--- src/design/wsw_pkg.sv ---
// Constants, register map and state type of the window/standard watchdog
// What this block does
// - Type select low: window mode, closed then open
// - Type select high: standard timeout mode
// - Scale select high: period five times longer
// - Period from oscillator: resistor ohms times 0.5us
// - First open window after init: eight periods
// - Ratio low: open and closed halves
// - Ratio high: open is eight ninths
// - Open plus closed equals the period
// - Service during closed portion is a fault
// - Open portion expiring unserviced is a fault
// - Standard mode: service accepted any time
// - Standard mode: unserviced full period faults
// - Windows and hold timed in oscillator ticks
// - Fault drives output low one fifth period
// - Power good gates enable; else output released
// - Initialize on power, enable or fault-end edges
package wsw_pkg;
    // Clock and oscillator timing
    localparam int CLK_PERIOD_PS = 4000;
    localparam int OSC_TICK_PS = 500000;
    localparam int OSC_TICK_CYCLES = (OSC_TICK_PS + CLK_PERIOD_PS - 1) / CLK_PERIOD_PS;
    localparam int SERVICE_MIN_PS = 100000000;
    localparam int SERVICE_MIN_CYCLES = (SERVICE_MIN_PS + CLK_PERIOD_PS - 1) / CLK_PERIOD_PS;

    // Window arithmetic
    localparam int SCALE_FACTOR = 5;
    localparam int INIT_MULT = 8;
    localparam int HOLD_DIV = 5;
    localparam int RATIO_NUM = 8;
    localparam int RATIO_DEN = 9;
    localparam int HALF_DIV = 2;

    // Register byte offsets
    localparam logic [7:0] CTRL_OFS = 8'h00;
    localparam logic [7:0] RATE_OFS = 8'h04;
    localparam logic [7:0] STATUS_OFS = 8'h08;
    localparam logic [7:0] FAULTS_OFS = 8'h0C;

    // Control field positions and reset value
    localparam int CTRL_ENABLE_N_BIT = 0;
    localparam int CTRL_TYPE_BIT = 1;
    localparam int CTRL_SCALE_BIT = 2;
    localparam int CTRL_RATIO_BIT = 3;
    localparam int CTRL_W = 4;
    localparam logic [3:0] CTRL_RESET = 4'h1;

    // Rate register: resistor value in ohms
    localparam int RATE_W = 24;
    localparam logic [23:0] RATE_RESET = 24'h004E20;

    // Status field positions
    localparam int STAT_STATE_LSB = 0;
    localparam int STAT_FAULT_DRIVE_BIT = 4;
    localparam int STAT_PIN_BIT = 5;
    localparam int STAT_PGOOD_BIT = 6;
    localparam int STAT_ENABLED_BIT = 7;

    typedef enum logic [2:0] {
        WSW_DISABLED,
        WSW_INIT_OPEN,
        WSW_OPEN,
        WSW_CLOSED,
        WSW_FAULT_HOLD
    } wsw_state_t;
endpackage

--- src/design/wsw_tick.sv ---
// Oscillator tick divider: one-cycle enable every CYCLES clocks
`timescale 1ns/1ps
module wsw_tick #(
    parameter int CYCLES = 125
) (
    input wire logic clk,
    input wire logic arst_n,
    input wire logic clear,
    output logic tick
);
    if (CYCLES < 1) begin : g_chk
        $error("wsw_tick: CYCLES must be at least one");
    end

    logic [15:0] count;
    logic [15:0] next_count;
    logic next_tick;

    // Clear realigns the phase so each window is whole ticks
    always_comb begin
        next_count = count + 16'h0001;
        next_tick = 1'b0;
        if (clear) begin
            next_count = 16'h0000;
        end else if (count >= 16'(CYCLES - 1)) begin
            next_count = 16'h0000;
            next_tick = 1'b1;
        end
    end

    always_ff @(posedge clk or negedge arst_n) begin
        if (!arst_n) begin
            count <= 16'h0000;
            tick <= 1'b0;
        end else begin
            count <= next_count;
            tick <= next_tick;
        end
    end
endmodule

--- src/design/wsw_top.sv ---
// Window/standard watchdog with APB register access
//
// The placing of the registers and the APB interface to the registers are this design's own decisions.
`timescale 1ns/1ps
module wsw_top
    import wsw_pkg::*;
#(
    parameter int TICK_CYCLES = OSC_TICK_CYCLES,
    parameter int CNT_W = 32
) (
    input wire logic clk,
    input wire logic arst_n,
    input wire logic psel,
    input wire logic penable,
    input wire logic pwrite,
    input wire logic [7:0] paddr,
    input wire logic [31:0] pwdata,
    output logic pready,
    output logic [31:0] prdata,
    output logic pslverr,
    input wire logic service_input,
    input wire logic power_good,
    input wire logic fault_output_in,
    output logic fault_output_out,
    output logic fault_output_oe
);
    // Tick divider counts in 16 bits
    if (TICK_CYCLES < 1 || TICK_CYCLES > 65535) begin : g_chk_tick
        $error("wsw_top: TICK_CYCLES must lie in 1 to 65535");
    end
    // Largest init window is rate times forty, which needs 30 bits
    if (CNT_W < 30 || CNT_W > 32) begin : g_chk_cnt
        $error("wsw_top: CNT_W must lie in 30 to 32");
    end

    ////////////////////////////////////////////////////////////////////////////
    // Register file
    logic [3:0] ctrl;
    logic [RATE_W-1:0] rate;
    logic [15:0] faults;
    logic [31:0] next_prdata;
    logic [3:0] next_ctrl;
    logic [RATE_W-1:0] next_rate;
    logic [15:0] next_faults;
    logic setup;
    logic access;
    logic mapped;
    logic [31:0] status_word;
    logic fault_event;
    wsw_state_t state;

    assign setup = psel && !penable;
    assign access = psel && penable;
    // No wait states: every register answers in its access cycle
    assign pready = 1'b1;
    assign mapped = (paddr == CTRL_OFS) || (paddr == RATE_OFS) ||
                    (paddr == STATUS_OFS) || (paddr == FAULTS_OFS);
    assign pslverr = access && !mapped;

    always_comb begin
        status_word = 32'h00000000;
        status_word[STAT_STATE_LSB +: 3] = state;
        status_word[STAT_FAULT_DRIVE_BIT] = fault_output_oe;
        status_word[STAT_PIN_BIT] = fault_output_in;
        status_word[STAT_PGOOD_BIT] = power_good;
        status_word[STAT_ENABLED_BIT] = power_good && !ctrl[CTRL_ENABLE_N_BIT];
    end

    // Read data captured in setup so it comes from a flop in access
    always_comb begin
        next_prdata = prdata;
        next_ctrl = ctrl;
        next_rate = rate;
        next_faults = faults;
        if (setup && !pwrite) begin
            case (paddr)
                CTRL_OFS: next_prdata = {28'h0000000, ctrl};
                RATE_OFS: next_prdata = {8'h00, rate};
                STATUS_OFS: next_prdata = status_word;
                FAULTS_OFS: next_prdata = {16'h0000, faults};
                default: next_prdata = 32'h00000000;
            endcase
        end
        // Status writes fall to the default and are dropped
        if (access && pwrite) begin
            case (paddr)
                CTRL_OFS: next_ctrl = pwdata[CTRL_W-1:0];
                RATE_OFS: next_rate = pwdata[RATE_W-1:0];
                default: next_ctrl = ctrl;
            endcase
        end
        // Saturates rather than wrapping
        if (fault_event && faults != 16'hFFFF) begin
            next_faults = faults + 16'h0001;
        end
        if (access && pwrite && paddr == FAULTS_OFS) begin
            next_faults = fault_event ? 16'h0001 : 16'h0000;
        end
    end

    always_ff @(posedge clk or negedge arst_n) begin
        if (!arst_n) begin
            prdata <= 32'h00000000;
            ctrl <= CTRL_RESET;
            rate <= RATE_RESET;
            faults <= 16'h0000;
        end else begin
            prdata <= next_prdata;
            ctrl <= next_ctrl;
            rate <= next_rate;
            faults <= next_faults;
        end
    end

    ////////////////////////////////////////////////////////////////////////////
    // Service edge detection
    logic svc_meta;
    logic svc_sync;
    logic svc_prev;
    logic next_svc_meta;
    logic next_svc_sync;
    logic next_svc_prev;
    logic service_event;

    // Two flops against metastability; the edge is taken only behind both
    always_comb begin
        next_svc_meta = service_input;
        next_svc_sync = svc_meta;
        next_svc_prev = svc_sync;
    end

    always_ff @(posedge clk or negedge arst_n) begin
        if (!arst_n) begin
            svc_meta <= 1'b0;
            svc_sync <= 1'b0;
            svc_prev <= 1'b0;
        end else begin
            svc_meta <= next_svc_meta;
            svc_sync <= next_svc_sync;
            svc_prev <= next_svc_prev;
        end
    end

    assign service_event = svc_sync && !svc_prev;

    ////////////////////////////////////////////////////////////////////////////
    // Window lengths in oscillator ticks
    logic [CNT_W-1:0] period;
    logic [CNT_W-1:0] open_len;
    logic [CNT_W-1:0] closed_len;
    logic [CNT_W-1:0] hold_len;
    logic [CNT_W-1:0] init_len;

    // Config writes reshape the live window at once
    always_comb begin
        period = CNT_W'(rate);
        if (ctrl[CTRL_SCALE_BIT]) begin
            period = CNT_W'(rate * SCALE_FACTOR);
        end
        if (ctrl[CTRL_RATIO_BIT]) begin
            open_len = CNT_W'((period * RATIO_NUM) / RATIO_DEN);
        end else begin
            open_len = period / CNT_W'(HALF_DIV);
        end
        closed_len = period - open_len;
        hold_len = period / CNT_W'(HOLD_DIV);
        init_len = CNT_W'(period * INIT_MULT);
    end

    ////////////////////////////////////////////////////////////////////////////
    // Watchdog state machine
    wsw_state_t next_state;
    logic [CNT_W-1:0] count;
    logic [CNT_W-1:0] next_count;
    logic [CNT_W-1:0] limit;
    logic tick;
    logic restart;
    logic enabled;
    logic rate_bad;
    logic expire;
    logic window_mode;

    // Power good gates the enable; nothing runs without it
    assign enabled = power_good && !ctrl[CTRL_ENABLE_N_BIT];
    assign window_mode = !ctrl[CTRL_TYPE_BIT];
    assign rate_bad = (rate == RATE_W'(0));

    always_comb begin
        case (state)
            WSW_INIT_OPEN: limit = init_len;
            WSW_OPEN: limit = window_mode ? open_len : period;
            WSW_CLOSED: limit = closed_len;
            WSW_FAULT_HOLD: limit = hold_len;
            default: limit = period;
        endcase
    end

    // Zero-length windows still last one tick
    assign expire = tick && (count + CNT_W'(1) >= limit);

    // Re-phased on every restart so windows are whole ticks
    wsw_tick #(
        .CYCLES(TICK_CYCLES)
    ) u_tick (
        .clk(clk),
        .arst_n(arst_n),
        .clear(restart),
        .tick(tick)
    );

    always_comb begin
        next_state = state;
        fault_event = 1'b0;
        case (state)
            WSW_DISABLED: begin
                // Covers rising power good and falling enable-n bit alike
                if (enabled) begin
                    next_state = WSW_INIT_OPEN;
                end
            end
            WSW_INIT_OPEN: begin
                // Service on the expiring tick still counts
                if (service_event) begin
                    next_state = window_mode ? WSW_CLOSED : WSW_OPEN;
                end else if (expire) begin
                    next_state = WSW_FAULT_HOLD;
                    fault_event = 1'b1;
                end
            end
            WSW_OPEN: begin
                if (service_event) begin
                    next_state = window_mode ? WSW_CLOSED : WSW_OPEN;
                end else if (expire) begin
                    next_state = WSW_FAULT_HOLD;
                    fault_event = 1'b1;
                end
            end
            WSW_CLOSED: begin
                if (service_event) begin
                    next_state = WSW_FAULT_HOLD;
                    fault_event = 1'b1;
                end else if (expire) begin
                    next_state = WSW_OPEN;
                end
            end
            WSW_FAULT_HOLD: begin
                // Release of the output restarts the init window
                if (expire) begin
                    next_state = WSW_INIT_OPEN;
                end
            end
            default: next_state = WSW_DISABLED;
        endcase
        if (!enabled) begin
            next_state = WSW_DISABLED;
            fault_event = 1'b0;
        end
    end

    // Any entry into a window, or a service restart, begins a fresh count
    assign restart = (next_state != state) ||
                     (service_event && state == WSW_OPEN && next_state == WSW_OPEN);

    always_comb begin
        next_count = count;
        if (restart) begin
            next_count = '0;
        end else if (tick) begin
            next_count = count + CNT_W'(1);
        end
    end

    always_ff @(posedge clk or negedge arst_n) begin
        if (!arst_n) begin
            state <= WSW_DISABLED;
            count <= '0;
        end else begin
            state <= next_state;
            count <= next_count;
        end
    end

    ////////////////////////////////////////////////////////////////////////////
    // Open-drain fault pin: only ever pulls low
    logic next_oe;
    always_comb begin
        next_oe = 1'b0;
        // Zero rate means a broken resistor path: hold the fault
        if (enabled && (next_state == WSW_FAULT_HOLD || rate_bad)) begin
            next_oe = 1'b1;
        end
    end

    always_ff @(posedge clk or negedge arst_n) begin
        if (!arst_n) begin
            fault_output_oe <= 1'b0;
        end else begin
            fault_output_oe <= next_oe;
        end
    end

    assign fault_output_out = 1'b0;
endmodule

--- config.mk ---
export PLATFORM = sky130hd
export DESIGN_NAME = wsw_top
export DESIGN_NICKNAME = d
export VERILOG_FILES = /design/src/design/wsw_pkg.sv /design/src/design/wsw_tick.sv /design/src/design/wsw_top.sv
export SDC_FILE = /design/constraint.sdc
export NUM_CORES = 1
export LEC_CHECK = 0
export ABC_AREA = 1
export ABC_CLOCK_PERIOD_IN_PS = 22300
export BUFFER_PORTS_ARGS = -buffer_cell sky130_fd_sc_hd__buf_2
export CAP_MARGIN = 10
export CORE_MARGIN = 2
export CORE_UTILIZATION = 35
export CTS_CLUSTER_SIZE = 16
export DETAILED_ROUTE_END_ITERATION = 6
export PLACE_DENSITY = 0.55
export SYNTH_ARGS = -nofsm -noshare
export SYNTH_HDL_FRONTEND = slang
export SYNTH_HIERARCHICAL = 1
export SYNTH_SLANG_ARGS = --single-unit
export TNS_END_PERCENT = 1
--- constraint.sdc ---
create_clock -name clk -period 22.3 [get_ports clk]
set_input_delay 2.23 -clock clk [delete_from_list [all_inputs] [get_ports clk]]
set_output_delay 2.23 -clock clk [all_outputs]
set_load 0.005 [all_outputs]
# After elaboration in Yosys (flattened, before gate mapping)
# Cells that the tools add are included.
# Widths: inputs -> output; s select.
[totals] ff_bits=132 inputBits=48
[op_classes] n_addsub=4 mul=1 n_div=2 magnitude_cmp=2 n_eq_ne=11 mux=28 reduce_logical=31
[op_table] op="$mux 32" n=4
[op_table] op="$pmux 32 s4" n=1
[op_table] op="$pmux 24 s4" n=1
[op_table] op="$mux 16" n=4
[op_table] op="$add 16x1->16 const B" n=2
[op_table] op="$add 32x1->32 const B" n=1
[op_table] op="$div 32x3->32 const B" n=1
[op_table] op="$div 32x4->32 const B" n=1
[op_table] op="$ge 32x32->1" n=1
[op_table] op="$sub 32x32->32" n=1
[op_table] op="$mul 24x3->27 const B" n=1
[op_table] op="$mux 27" n=1
[op_table] op="$logic_not 24->1" n=1
[op_table] op="$mux 3" n=6
[op_table] op="$eq 8x4->1 const B" n=2
[op_table] op="$ge 16x7->1 const B" n=1
[op_table] op="$ne 16x16->1 const B" n=1
[op_table] op="$logic_and 1x1->1" n=13
[op_table] op="$pmux 3 s4" n=1
[op_table] op="$eq 3x2->1 const B" n=3
[op_table] op="$mux 1" n=9
[op_table] op="$eq 8x3->1 const B" n=1
[op_table] op="$logic_not 8->1" n=1
[op_table] op="$eq 3x3->1 const B" n=2
[op_table] op="other kinds (9)" n=19

# Logic depth before layout (Yosys ltp)
# Gate-level depths: netlist of the first run.
[depth] ltp_word=16 depth_mapped=207 depth_no_buf=206

# Cells and area by module
# The synthesis of the first run kept the hierarchy.
[by_module_without_submodules] module="wsw_top" instances=1 cells_each=2550 area_each_um2=16191.8 seq_area_each_um2=2685.1
[by_module_without_submodules] module="wsw_tick" instances=1 cells_each=54 area_each_um2=629.4 seq_area_each_um2=425.4

# Least setup slack after synthesis of the first run
# OpenSTA, ideal clock, no wires.
[synth_timing] kind="flip-flop to flip-flop" from="register rate[1]" to="register count[11] (netlist name)" setup_time_ps=130 t_arrival_ps=18806 required_ps=22170 path_slack_ps=3364 stages_incl_launch_ff=183 path_buffers=1 synth_period_minus_slack_ps=18936 cell_sequence="dfrtp_1 -> ha_1 -> ha_1 -> fa_1 -> nand2_1 -> nor2_1 -> nand2_1 -> nand3_1 -> nand2_1 -> nand3_1 -> nand2_1 -> nand3_2 -> a21oi_1 -> nand2_2 -> nand3_2 -> nand4_1 -> nand2_2 -> nand2_1 -> [... 147 more ...] -> ha_1 -> nand2_1 -> o21ai_0 -> a221oi_1 -> o221ai_1 -> nand2_1 -> inv_1 -> o21ai_0 -> nand2_1 -> o21ai_0 -> nand2_1 -> nor4_1 -> o21ai_0 -> nand2_1 -> clkinv_1 -> nand2_1 -> clkbuf_1 -> o21ai_0"
[synth_rtl] element="start, declared" line="wsw_top.sv:39" text="logic [RATE_W-1:0] rate;"
[synth_rtl] element="start signal, assigned" line="wsw_top.sv:110" text="rate <= next_rate;"

# Worst setup path after layout of the first run
[layout_timing] from="register rate[3]" to="register u_tick.count[1]"
[layout_via] elab_chain_cells=16 word_cells_on_any_way=22 cone_classes="1 x add/sub; 1 x mul; 2 x div; 1 x order compare; 2 x eq/ne; 12 x mux; 3 x reduce/logical"
[layout_rtl] element="$mul 24x3->27" line="wsw_top.sv:158" text="period = CNT_W'(rate * SCALE_FACTOR);"
[layout_rtl] element="$mux 27 (*)" line="wsw_top.sv:157" text="if (ctrl[CTRL_SCALE_BIT]) begin"
[layout_rtl] element="$div 32x4->32" line="wsw_top.sv:161" text="open_len = CNT_W'((period * RATIO_NUM) / RATIO_DEN);"
[layout_rtl] element="$mux 32" line="wsw_top.sv:160" text="if (ctrl[CTRL_RATIO_BIT]) begin"
[layout_rtl] element="$sub 32x32->32 / $mux 32 (equally long branches)" line="wsw_top.sv:165, wsw_top.sv:191"
[layout_rtl] element="$pmux 32 s4 (*)" line="wsw_top.sv:189" text="case (state)"
[layout_rtl] element="$ge 32x32->1 (*)" line="wsw_top.sv:199" text="assign expire = tick && (count + CNT_W'(1) >= limit);"
[layout_rtl] element="$logic_and 1x1->1 (*)" line="wsw_top.sv:199"
[layout_rtl] element="[... 2 more ...]"
[layout_rtl] element="$pmux 3 s4 (*)" line="wsw_top.sv:214" text="case (state)"
[layout_rtl] element="$mux 3 (*)" line="wsw_top.sv:254" text="if (!enabled) begin"
[layout_rtl] element="$eq 3x2->1" line="wsw_top.sv:262" text="(service_event && state == WSW_OPEN && next_state == WSW_OPEN);"
[layout_rtl] element="$logic_and 1x1->1" line="wsw_top.sv:262"
[layout_rtl] element="$logic_or 1x1->1 (*)" line="wsw_top.sv:261" text="assign restart = (next_state != state) ||"
[layout_rtl] element="named net restart" line="wsw_top.sv:177" text="logic restart;"
[layout_rtl] element="$mux 16 (*)" line="wsw_tick.sv:23" text="if (clear) begin"
[layout_rtl] element="named net u_tick.next_count[1]" line="wsw_tick.sv:16" text="logic [15:0] next_count;"
[layout_rtl] element="end signal, assigned" line="wsw_tick.sv:36" text="count <= next_count;"
[layout_rtl] element="end, declared" line="wsw_tick.sv:15" text="logic [15:0] count;"
# The timed path passes the listed nets; every way through them passes the cells marked *.
# A chain may end at the register's enable or synchronous reset.

==> Implementation_results.wiki, run 1 <==
{| class="wikitable"
! Metric !! Value
|-
| Post-synthesis async set-or-reset flop share || 100%
|-
| Final cell area excluding filler cells || 0.0201 sq mm
|-
| Via-to-Cell Ratio || 5.16
|-
| Starting density of the core || 35.4%
|-
| Endpoint arrival time on the critical path || 21.19 ns
|-
| Sort of element at the end of the critical path || flop
|-
| Number of cell rows || 80
|-
| Final weighted congestion of routability-driven global placement || 0.857
|-
| Top library cells by usage in the layout, fill and taps aside || sky130_fd_sc_hd__nand2_1, sky130_fd_sc_hd__inv_1, sky130_fd_sc_hd__nand3_1
|-
| First-pass DRT Iterations || 5
|-
| H-tree depth || 4
|-
| Total routed wirelength || 50.4 mm
|-
| EDFF count, synth || 0
|-
| Max Buffers Root-to-Sink || 2
|-
| Most repeated library cell on the critical path || sky130_fd_sc_hd__nand2_4
|-
| Core Box Area || 0.0475 sq mm
|-
| Standard cell with the maximum stage delay on the critical path || sky130_fd_sc_hd__dfrtp_1
|-
| Total Negative Setup Slacks || 0 ns
|-
| Number of max-slew violations in the final report || 0
|-
| Sequential fraction of the synthesis area || 18.5%
|-
| Worst Path Required || 22.61 ns
|-
| Final period util || 93.7%
|-
| Slowest cell delay on critical path || 0.39 ns
|-
| Final period demand of the worst path || 20.88 ns
|-
| Highest net fanout along the worst path || 9
|-
| Outcome || complete, no violations
|-
| IO Port Bufs || 65
|-
| CTS Root Cell || sky130_fd_sc_hd__clkbuf_16
|-
| TritonCTS clock tree || built
|-
| Antenna Nets Post-Route || 0
|-
| Combined area of the multi-input logic cells || 0.0128 sq mm
|-
| Filler cell count || 4958
|-
| Rel. slew slack || 31.5%
|-
| Leftover overflow at the end of global routing || 0
|-
| Net total in the final layout || 2918
|-
| Area enclosed by the die boundary || 0.0498 sq mm
|-
| Hold Buf Count CTS || 0
|-
| Kind of start point of the critical path || flop
|-
| Crit Path Class || flop to flop
|-
| Ys Warns || 6
|-
| Mapped Area || 0.0168 sq mm
|-
| Fraction of layout cells with a size suffix above 1 || 28.1%
|-
| Synthesized instance count || 2604
|-
| Top achievable clock speed || 0.0479 GHz
|-
| Transition time at the pin with the least slew margin || 1.02 ns
|-
| Antenna violations before repair || 1
|-
| Clock latency on the worst-skew pair || 0.42 ns
|-
| Average wire length per cell after detail routing || 14.9 um
|-
| Number of top-level pins || 84
|-
| Overall die width || 223 um
|-
| Remaining routing DRC violations || 0
|-
| Total clock buffers created by CTS || 17
|-
| Buf+Inv Stages, Crit Path || 18
|-
| Max Clock Skew || 0.00890 ns
|-
| Maximum number of pins on one net before global-route repair || 73
|-
| Hold violation count in the final report || 0
|-
| Die height || 223 um
|-
| Vias in the first global route || 16400
|-
| Post-Synthesis Mean Instance Area || 6.46 sq um
|-
| Number of distinct library cell variants in the gate-level netlist after synthesis || 73
|-
| Setup repair after global routing missed its margin || yes
|-
| Largest delay contributor family on the critical path || simple AND/OR/NAND/NOR gates
|-
| Most instantiated flip-flop cell in the synthesis netlist || sky130_fd_sc_hd__dfrtp_1
|-
| First-pass GRT wire length || 81.0 mm
|-
| Sequential cell area || 0.00312 sq mm
|-
| Most common cell after layout, fill and taps aside || sky130_fd_sc_hd__nand2_1
|-
| Worst min-delay path category || flop to flop
|-
| # Max-Cap Violations || 0
|-
| Setup violations, final || 0
|-
| Synthesis-to-finish area growth || 19.5%
|-
| Routed vias || 17500
|-
| Number of register bits inferred by synthesis || 124
|-
| Register clock-pin slew on the reported worst setup and hold paths || 0.06 ns
|-
| Violation count after the first detailed-route iteration || 884
|-
| Global routing usage summed across all routing layers || 19.6%
|-
| Total clock sinks || 124
|-
| Placed instance area || 0.0179 sq mm
|-
| HPWL Detailed || 37.8 mm
|}
metal layers:
metal	share of wire, %	up-vias	GRT usage (%)
li1	-	8890	-
met1	48	8222	26.5
met2	47	303	33.2
met3	2.9	57	1.57
met4	2.0	0	5.72
met5	0	-	0
sequential cells by signal (all words and copies together) (netlist names), 3 cells and up:
| name | cells |
|---|---|
| count | 32 |
| u_tick/count | 16 |
| prdata | 24 |
| ctrl | 4 |
| state | 3 |
| faults | 16 |
| rate | 24 |
repair_timing:
item                       CTS  global route
gates resized for setup      0           250
setup buffers                0            75
setup endpoints to repair    0            60
final timing paths:
check                      cells past startpoint               to  slack [ns]     startpoint
min in group asynchronous                      1  u_tick/count[1]        1.85         arst_n
max                                          175  u_tick/count[1]        1.42        rate[3]
max reg2reg                                  175  u_tick/count[1]        1.42        rate[3]
max in group asynchronous                      2         rate[23]       18.97         arst_n
min reg2reg                                    0    next_svc_prev        0.36  next_svc_sync
min                                            0    next_svc_prev        0.36  next_svc_sync
through the flow:
stage	setup WS (ns)	hold slack, ns	instances	util, %
finish	1.42	0.359	3386	42.3
global route	-0.480	0.376	3386	42.3
CTS	0.182	0.359	3309	38.8
detailed placement	0.294	0.337	3277	37.6
global placement	0.682	0.339	3277	37.6
floorplan	3.36	0.331	2620	-
synthesized netlist by cell type (10+ instances only):
| master | n | area share, % |
|---|---|---|
| sky130_fd_sc_hd__nor3_1 | 27 | 0.80 |
| sky130_fd_sc_hd__dfrtp_1 | 118 | 18 |
| sky130_fd_sc_hd__inv_2 | 64 | 1.4 |
| sky130_fd_sc_hd__o221ai_1 | 10 | 0.52 |
| sky130_fd_sc_hd__buf_4 | 11 | 0.49 |
| sky130_fd_sc_hd__nor4_1 | 15 | 0.56 |
| sky130_fd_sc_hd__clkbuf_8 | 12 | 0.98 |
| sky130_fd_sc_hd__o21ai_0 | 155 | 4.6 |
| sky130_fd_sc_hd__clkbuf_1 | 31 | 0.69 |
| sky130_fd_sc_hd__a21oi_1 | 141 | 4.2 |
| sky130_fd_sc_hd__xor2_1 | 51 | 2.7 |
| sky130_fd_sc_hd__o22ai_1 | 15 | 0.56 |
| sky130_fd_sc_hd__nand2_1 | 591 | 13 |
| sky130_fd_sc_hd__nand3b_1 | 10 | 0.45 |
| sky130_fd_sc_hd__inv_1 | 294 | 6.6 |
| sky130_fd_sc_hd__nand3_1 | 196 | 5.8 |
| sky130_fd_sc_hd__nand2_4 | 39 | 2.6 |
| sky130_fd_sc_hd__nor2_1 | 169 | 3.8 |
| sky130_fd_sc_hd__o211ai_1 | 11 | 0.49 |
| sky130_fd_sc_hd__xnor2_1 | 16 | 0.83 |
| sky130_fd_sc_hd__o21ai_2 | 28 | 1.5 |
| sky130_fd_sc_hd__o21ai_1 | 34 | 1.0 |
| sky130_fd_sc_hd__nand2_2 | 175 | 6.5 |
| sky130_fd_sc_hd__nand3_2 | 42 | 2.5 |
| sky130_fd_sc_hd__nand4_1 | 49 | 1.8 |
| sky130_fd_sc_hd__clkinv_1 | 24 | 0.54 |
| sky130_fd_sc_hd__nor2_2 | 15 | 0.56 |
| sky130_fd_sc_hd__ha_1 | 111 | 8.3 |
| sky130_fd_sc_hd__o32ai_1 | 11 | 0.57 |
cells by family after synthesis:
logic type / after synthesis / synth area share, %
other cells: 3 / 0.0669
compound gates: 466 / 16.3
mux: 5 / 0.327
fa+ha+maj: 113 / 8.49
flops: 124 / 18.5
buf+inv: 455 / 11.6
xor+xnor: 68 / 3.59
simple gates: 1370 / 41.1
layout make-up:
class / count / share of cell area [%]
multi-input combinational: 2041 / 63.7
antenna: 1 / 0.0124
tap: 615 / 3.83
timing repair buffer: 180 / 6.25
inverter: 393 / 7.66
clock buffer: 18 / 2.18
clock inverter: 14 / 0.853
sequential: 124 / 15.5
Power of run 1 is left out: the tool's default activity adds up to more than one toggle a clock period on the data nets, which glitch-free logic cannot reach.
==> run 2, diff against run 1 <==
- CORE_UTILIZATION: 35 -> 30
- CTS_BUF_LIST: default -> sky130_fd_sc_hd__clkbuf_16
- PLACE_DENSITY: 0.55 -> 0.5
==> run 2 against run 1 <==
Wire length grew 2.6%. Via count shrank 0.46%. Design area grew 1.8%. Register-to-register slack lost 0.19 ns. Non-clock buffer count grew 13. Count of clock-buffer cells in the layout shrank 1. Cell count grew 4.3%. Sequential share of layout area shrank 0.27 points. First-iteration DRC count shrank 9.5%.
==> Implementation_results.wiki, run 2 (synthesis gave the netlist of run 1 again) <==
{| class="wikitable"
! Metric !! Value
|-
| Worst min-delay path category || flop to flop
|-
| Via-to-Cell Ratio || 4.93 (-4.6%)
|-
| Placed instance area || 0.0180 sq mm (+1.0%)
|-
| Largest registers in the final layout || count: 32 flops, prdata: 24 flops, rate: 24 flops
|-
| Total clock buffers created by CTS || 17 (unchanged)
|-
| Max Buffers Root-to-Sink || 2 (unchanged)
|-
| Fraction of layout cells with a size suffix above 1 || 29.0% (+0.91 points)
|-
| Kind of start point of the critical path || flop
|-
| TritonCTS clock tree || built
|-
| Transition time at the pin with the least slew margin || 0.989 ns (-0.0323 ns)
|-
| Register clock-pin slew on the reported worst setup and hold paths || 0.07 ns (about the same)
|-
| Worst Path Required || 22.65 ns (+0.04 ns)
|-
| Hold Buf Count CTS || 0 (unchanged)
|-
| Rel. slew slack || 33.6% (+2.2 points)
|-
| Hold violation count in the final report || 0 (unchanged)
|-
| Average wire length per cell after detail routing || 14.6 um (-1.6%)
|-
| Number of cell rows || 86 (+7.5%)
|-
| Net total in the final layout || 2931 (+0.45%)
|-
| Antenna diode count || 0 (-1)
|-
| Number of top-level pins || 84 (unchanged)
|-
| Largest register by flop count || count
|-
| Most common cell after layout, fill and taps aside || sky130_fd_sc_hd__nand2_1
|-
| Most repeated library cell on the critical path || sky130_fd_sc_hd__nand2_4
|-
| Antenna violations before repair || 0 (-1)
|-
| Hold WS || 0.364 ns (+0.00586 ns)
|-
| Global routing usage summed across all routing layers || 17.2% (-2.3 points)
|-
| Setup violations, final || 0 (unchanged)
|-
| Core Box Area || 0.0553 sq mm (+16%)
|-
| Top library cells by usage in the layout, fill and taps aside || sky130_fd_sc_hd__nand2_1, sky130_fd_sc_hd__inv_1, sky130_fd_sc_hd__nand2_2, sky130_fd_sc_hd__nand3_1, sky130_fd_sc_hd__nor2_1
|-
| Slowest cell delay on critical path || 0.39 ns (about the same)
|-
| Final period util || 94.5% (+0.85 points)
|-
| Endpoint arrival time on the critical path || 21.42 ns (+0.23 ns)
|-
| Starting density of the core || 30.4% (-5.0 points)
|-
| HPWL Detailed || 38.7 mm (+2.6%)
|-
| Clock latency on the worst-skew pair || 0.43 ns (about the same)
|-
| Leftover overflow at the end of global routing || 0 (unchanged)
|-
| Remaining routing DRC violations || 0 (unchanged)
|-
| Outcome || complete, no violations
|-
| Area enclosed by the die boundary || 0.0580 sq mm (+16%)
|-
| Overall die width || 241 um (+7.9%)
|-
| Final weighted congestion of routability-driven global placement || 0.837 (-2.4%)
|-
| Number of max-slew violations in the final report || 0 (unchanged)
|-
| Top achievable clock speed || 0.0475 GHz (-0.90%)
|-
| Vias in the first global route || 16300 (-0.62%)
|-
| Setup repair after global routing missed its margin || yes
|-
| Sort of element at the end of the critical path || flop
|-
| Final cell area excluding filler cells || 0.0205 sq mm (+1.8%)
|-
| Non-Filler Instances || 3531 (+4.3%)
|-
| IO Port Bufs || 65 (unchanged)
|-
| First-pass GRT wire length || 82.1 mm (+1.3%)
|-
| Antenna Nets Post-Route || 0 (unchanged)
|-
| Placed insts || 3412 (+4.1%)
|-
| Highest net fanout along the worst path || 9 (unchanged)
|-
| Final period demand of the worst path || 21.07 ns (+0.189 ns)
|-
| Max Clock Skew || 0.0123 ns (+0.00336 ns)
|-
| Filler cell count || 5960 (+20%)
|-
| Die height || 241 um (+7.9%)
|-
| Synthesis-to-finish area growth || 21.7%
|-
| First-pass DRT Iterations || 5 (unchanged)
|-
| Total routed wirelength || 51.7 mm (+2.6%)
|-
| Crit Path Class || flop to flop
|-
| Total clock sinks || 124 (unchanged)
|-
| H-tree depth || 4 (unchanged)
|-
| Number of flip-flops under the largest register name || 32 (unchanged)
|-
| CTS Root Cell || sky130_fd_sc_hd__clkbuf_16
|-
| Violation count after the first detailed-route iteration || 800 (-9.5%)
|-
| # Max-Cap Violations || 0 (unchanged)
|-
| Standard cell with the maximum stage delay on the critical path || sky130_fd_sc_hd__dfrtp_1
|-
| Routed vias || 17400 (-0.46%)
|-
| Maximum number of pins on one net before global-route repair || 76 (+4.1%)
|}
run 2: cell types whose count changed in the layout (fill, tap and decap cells not counted), moves of 5 or more:
cell,before,now
sky130_fd_sc_hd__o21ai_1,51,58
sky130_fd_sc_hd__o21ai_2,38,33
sky130_fd_sc_hd__nand2_4,66,71
sky130_fd_sc_hd__nand2_1,558,549
sky130_fd_sc_hd__buf_4,108,124
run 2: final cells by class:
type	instances	area, sq um	share of cell area, %
multi-input cells	2041	12900	63.2
flip-flops and latches	124	3120	15.3
inverters	393	1540	7.51
repair buffers	193	1340	6.54
well taps	748	936	4.57
clock buffers	17	425	2.08
clock inverters	15	174	0.849
run 2: worst paths after layout:
check	depth (start not counted)	startpoint	end	slack [ns]
setup / recovery	181	rate[1]	count[17]	1.23
hold / removal	0	next_svc_sync	next_svc_prev	0.36
setup reg to reg	181	rate[1]	count[17]	1.23
hold reg to reg	0	next_svc_sync	next_svc_prev	0.36
max in group asynchronous	2	arst_n	rate[17]	18.94
min in group asynchronous	1	arst_n	u_tick/count[0]	1.84
run 2: repair_timing:
action                                  CTS  global route
endpoints found under the hold margin     0             0
gates resized for setup                   0           279
setup buffers                             0            86
endpoints found under the setup margin    0            60
run 2: stage by stage:
stage	utilization [%]	setup TNS, ns	setup slack (ns)
after floorplan	-	0	3.36
after global placement	32.6	0	0.514
after detailed placement	32.6	0	0.226
after CTS	33.7	0	0.0936
after global routing	37.0	-9.80	-0.285
final	37.0	0	1.23
run 2: per-layer routing:
metal	share of wire (%)	global-route usage, %	routed length [um]	vias up
met2	49	30.4	25400	270
met1	47	23.1	24500	8154
met4	1.2	3.87	618	0
met5	0	0	0	-
li1	-	-	-	8927
met3	2.3	0.984	1180	40
run 2: critical path: cells and delay by family, from the launching register on:
kind | cells | cell delay [ns]
adders and majority gates | 8 | 1.96
DFF | 1 | 0.39
and+or+nand+nor | 129 | 12.98
buffers and inverters | 22 | 2.24
AOI/OAI and AO/OA | 22 | 3.29
Power of run 2 is left out for the same reason.
==> run 3, diff against run 2 <==
- SYNTH_HIERARCHICAL: 1 -> default
==> run 3 against run 2 <==
Non-clock buffer count up 34. Via count down 0.78%. Register-to-register slack improved by 0.13 ns. First-iteration DRC count rose by 19%. Utilization up 1.7 points. Synthesized cell count fell by 2.2%. Global-route usage increased by 0.18 points. Sequential cell count is the same. Critical path type unchanged. Highest routed layer unchanged.
==> Implementation_results.wiki, run 3 <==
{| class="wikitable"
! Metric !! Value
|-
| Total clock buffers created by CTS || 17 (unchanged)
|-
| Number of max-slew violations in the final report || 0 (unchanged)
|-
| Number of distinct library cell variants in the gate-level netlist after synthesis || 76 (+4.1%)
|-
| CTS Root Cell || sky130_fd_sc_hd__clkbuf_16
|-
| Max Buffers Root-to-Sink || 2 (unchanged)
|-
| Most repeated library cell on the critical path || sky130_fd_sc_hd__nand2_4
|-
| Worst Path Required || 22.57 ns (-0.08 ns)
|-
| Starting density of the core || 30.3% (-0.076 points)
|-
| Final cell area excluding filler cells || 0.0208 sq mm (+1.7%)
|-
| Utilization after layout || 38.7% (+1.7 points)
|-
| Overall die width || 237 um (-1.5%)
|-
| Highest net fanout along the worst path || 7 (-2)
|-
| Number of top-level pins || 84 (unchanged)
|-
| Sort of element at the end of the critical path || flop
|-
| First-pass DRT Iterations || 5 (unchanged)
|-
| Final weighted congestion of routability-driven global placement || 0.857 (+2.4%)
|-
| Slowest cell delay on critical path || 0.62 ns (+0.23 ns)
|-
| Clock latency on the worst-skew pair || 0.42 ns (about the same)
|-
| Leftover overflow at the end of global routing || 0 (unchanged)
|-
| Max Clock Skew || 0.0104 ns (-0.00184 ns)
|-
| Violation count after the first detailed-route iteration || 953 (+19%)
|-
| Post-synthesis async set-or-reset flop share || 100% (unchanged)
|-
| Vias in the first global route || 15900 (-2.1%)
|-
| Net total in the final layout || 2906 (-0.85%)
|-
| Final period demand of the worst path || 20.95 ns (-0.127 ns)
|-
| Fraction of layout cells with a size suffix above 1 || 31.4% (+2.4 points)
|-
| Total routed wirelength || 51.6 mm (-0.26%)
|-
| Worst reg2reg path startpoint || rate[5]
|-
| Hold path cells || 0 (unchanged)
|-
| Post-Synthesis Mean Instance Area || 6.41 sq um (-0.81%)
|-
| Antenna Nets Post-Route || 0 (unchanged)
|-
| Final period util || 93.9% (-0.57 points)
|-
| EDFF count, synth || 0 (unchanged)
|-
| Mapped Area || 0.0163 sq mm (-2.9%)
|-
| H-tree depth || 4 (unchanged)
|-
| Standard cell with the maximum stage delay on the critical path || sky130_fd_sc_hd__dfstp_2
|-
| Maximum number of pins on one net before global-route repair || 77 (+1.3%)
|-
| Via-to-Cell Ratio || 5.00 (+1.5%)
|-
| Largest area contributor in the synthesized netlist || sky130_fd_sc_hd__dfrtp_1
|-
| Sequential fraction of the synthesis area || 19.1% (+0.56 points)
|-
| Kind of start point of the critical path || flop
|-
| Most common cell after layout, fill and taps aside || sky130_fd_sc_hd__nand2_1
|-
| Remaining routing DRC violations || 0 (unchanged)
|-
| Largest delay contributor family on the critical path || simple AND/OR/NAND/NOR gates
|-
| Transition time at the pin with the least slew margin || 1.17 ns (+0.182 ns)
|-
| Endpoint arrival time on the critical path || 21.21 ns (-0.21 ns)
|-
| First-pass GRT wire length || 80.9 mm (-1.4%)
|-
| Largest registers in the final layout || count: 32 flops, prdata: 24 flops, rate: 24 flops
|-
| Antenna violations before repair || 0 (unchanged)
|-
| Worst min-delay path category || flop to flop
|-
| IO Port Bufs || 65 (unchanged)
|-
| Reg2reg end || faults[8]
|-
| Number of register bits inferred by synthesis || 124 (unchanged)
|-
| # Max-Cap Violations || 0 (unchanged)
|-
| Most instantiated flip-flop cell in the synthesis netlist || sky130_fd_sc_hd__dfrtp_1
|-
| Crit Path Class || flop to flop
|-
| Hold Buf Count CTS || 0 (unchanged)
|-
| Buf+Inv Stages, Crit Path || 24 (+9.1%)
|-
| Cell with the most instances after synthesis || sky130_fd_sc_hd__nand2_1
|-
| Top library cells by usage in the layout, fill and taps aside || sky130_fd_sc_hd__nand2_1, sky130_fd_sc_hd__inv_1, sky130_fd_sc_hd__buf_4
|-
| Largest register by flop count || count
|-
| Rel. slew slack || 21.2% (-12 points)
|-
| Setup violations, final || 0 (unchanged)
|-
| Area enclosed by the die boundary || 0.0563 sq mm (-2.9%)
|-
| Min-delay src || next_svc_sync
|-
| Outcome || complete, no violations
|-
| TritonCTS clock tree || built
|-
| Number of cells on the worst reg-to-reg path || 191 (+5.5%)
|-
| Synthesized instance count || 2548 (-2.2%)
|-
| Die height || 237 um (-1.5%)
|-
| Synthesis-to-finish area growth || 27.5%
|-
| Total clock sinks || 124 (unchanged)
|-
| Register-to-register path setup slack || 1.35 ns (+0.13 ns)
|-
| HPWL Detailed || 38.2 mm (-1.4%)
|-
| Number of flip-flops under the largest register name || 32 (unchanged)
|-
| Worst hold path endpoint || next_svc_prev
|-
| Top achievable clock speed || 0.0477 GHz (+0.60%)
|-
| Number of cell rows || 85 (-1.2%)
|-
| Average wire length per cell after detail routing || 14.9 um (+2.0%)
|-
| Antenna diode count || 0 (unchanged)
|-
| Routed vias || 17300 (-0.78%)
|-
| Core Box Area || 0.0538 sq mm (-2.7%)
|-
| Hold violation count in the final report || 0 (unchanged)
|-
| Share of the synthesized area in the top cell type || 18.1% (+0.53 points)
|-
| Total Negative Setup Slacks || 0 ns (unchanged)
|-
| Setup repair after global routing missed its margin || yes
|-
| Register clock-pin slew on the reported worst setup and hold paths || 0.06 ns (about the same)
|-
| Largest cells by area after synthesis || sky130_fd_sc_hd__dfrtp_1, sky130_fd_sc_hd__nand2_1, sky130_fd_sc_hd__ha_1
|-
| Commonest cells post-synth || sky130_fd_sc_hd__nand2_1, sky130_fd_sc_hd__inv_1, sky130_fd_sc_hd__nand3_1
|-
| Placed instance area || 0.0175 sq mm (-2.7%)
|-
| Global routing usage summed across all routing layers || 17.4% (+0.18 points)
|-
| Ys Warns || 0 (-6)
|}
-- run 3: worst reg2reg max path: cells and delay by family (launching register included) --
family,cells,cell delay [ns]
and+or+nand+nor,135,13.85
AOI/OAI and AO/OA,26,3.49
buffers and inverters,24,1.62
adders and majority gates,6,1.22
DFF,1,0.62
-- run 3: layout make-up --
class | instances | area [sq um]
inverters | 386 | 1500
clock inverters | 14 | 131
well taps | 696 | 871
repair buffers | 227 | 1580
multi-input cells | 1989 | 13200
clock buffers | 17 | 425
fillers | 5628 | 33000
flip-flops and latches | 124 | 3120
-- run 3: layer usage --
| metal | up-vias | track usage (%) | wire length (um) |
|---|---|---|---|
| met1 | 8180 | 24.2 | 24500 |
| met2 | 237 | 29.4 | 25000 |
| met3 | 38 | 1.59 | 1430 |
| met4 | 0 | 3.43 | 573 |
| met5 | - | 0 | 0 |
| li1 | 8801 | - | - |
-- run 3: stage by stage --
stage               setup WS [ns]  hold WS, ns  instances
CTS                        0.0413        0.357       3339
detailed placement         0.0517        0.344       3308
global placement            0.391        0.363       3308
floorplan                    3.30        0.331       2565
finish                       1.35        0.354       3453
global route               -0.493        0.366       3453
-- run 3: repair_timing --
action	4_1_cts	5_1_grt
endpoints found under the setup margin	4	60
resized for setup	2	431
setup buffers	0	114
pin swaps	0	201
gates cloned	0	0
-- run 3: worst max-delay path by stage --
stage | startpoint | to | slack [ns] | cells past startpoint
floorplan | rate[3] | faults[14] | 3.30 | 194
CTS | rate[3] | faults[14] | 0.04 | 191
global route | rate[14] | faults[8] | -0.49 | 194
detailed placement | rate[17] | faults[14] | 0.05 | 185
global placement | rate[3] | faults[14] | 0.39 | 191
finish | rate[5] | faults[8] | 1.35 | 191
-- run 3: logic make-up (layout without fill, tap and decap cells) --
logic type,after synthesis,after routing,share of synthesized area (%)
other,2,19,0.0460
multiplexers,16,16,1.08
adder cells (fa/ha/maj),113,113,8.75
flip-flops,124,124,19.1
buffers and inverters,452,644,11.6
AND/OR/NAND/NOR,1305,1305,38.8
AO/OA/AOI/OAI,468,468,16.9
XOR/XNOR,68,68,3.74
Power of run 3 is left out for the same reason.
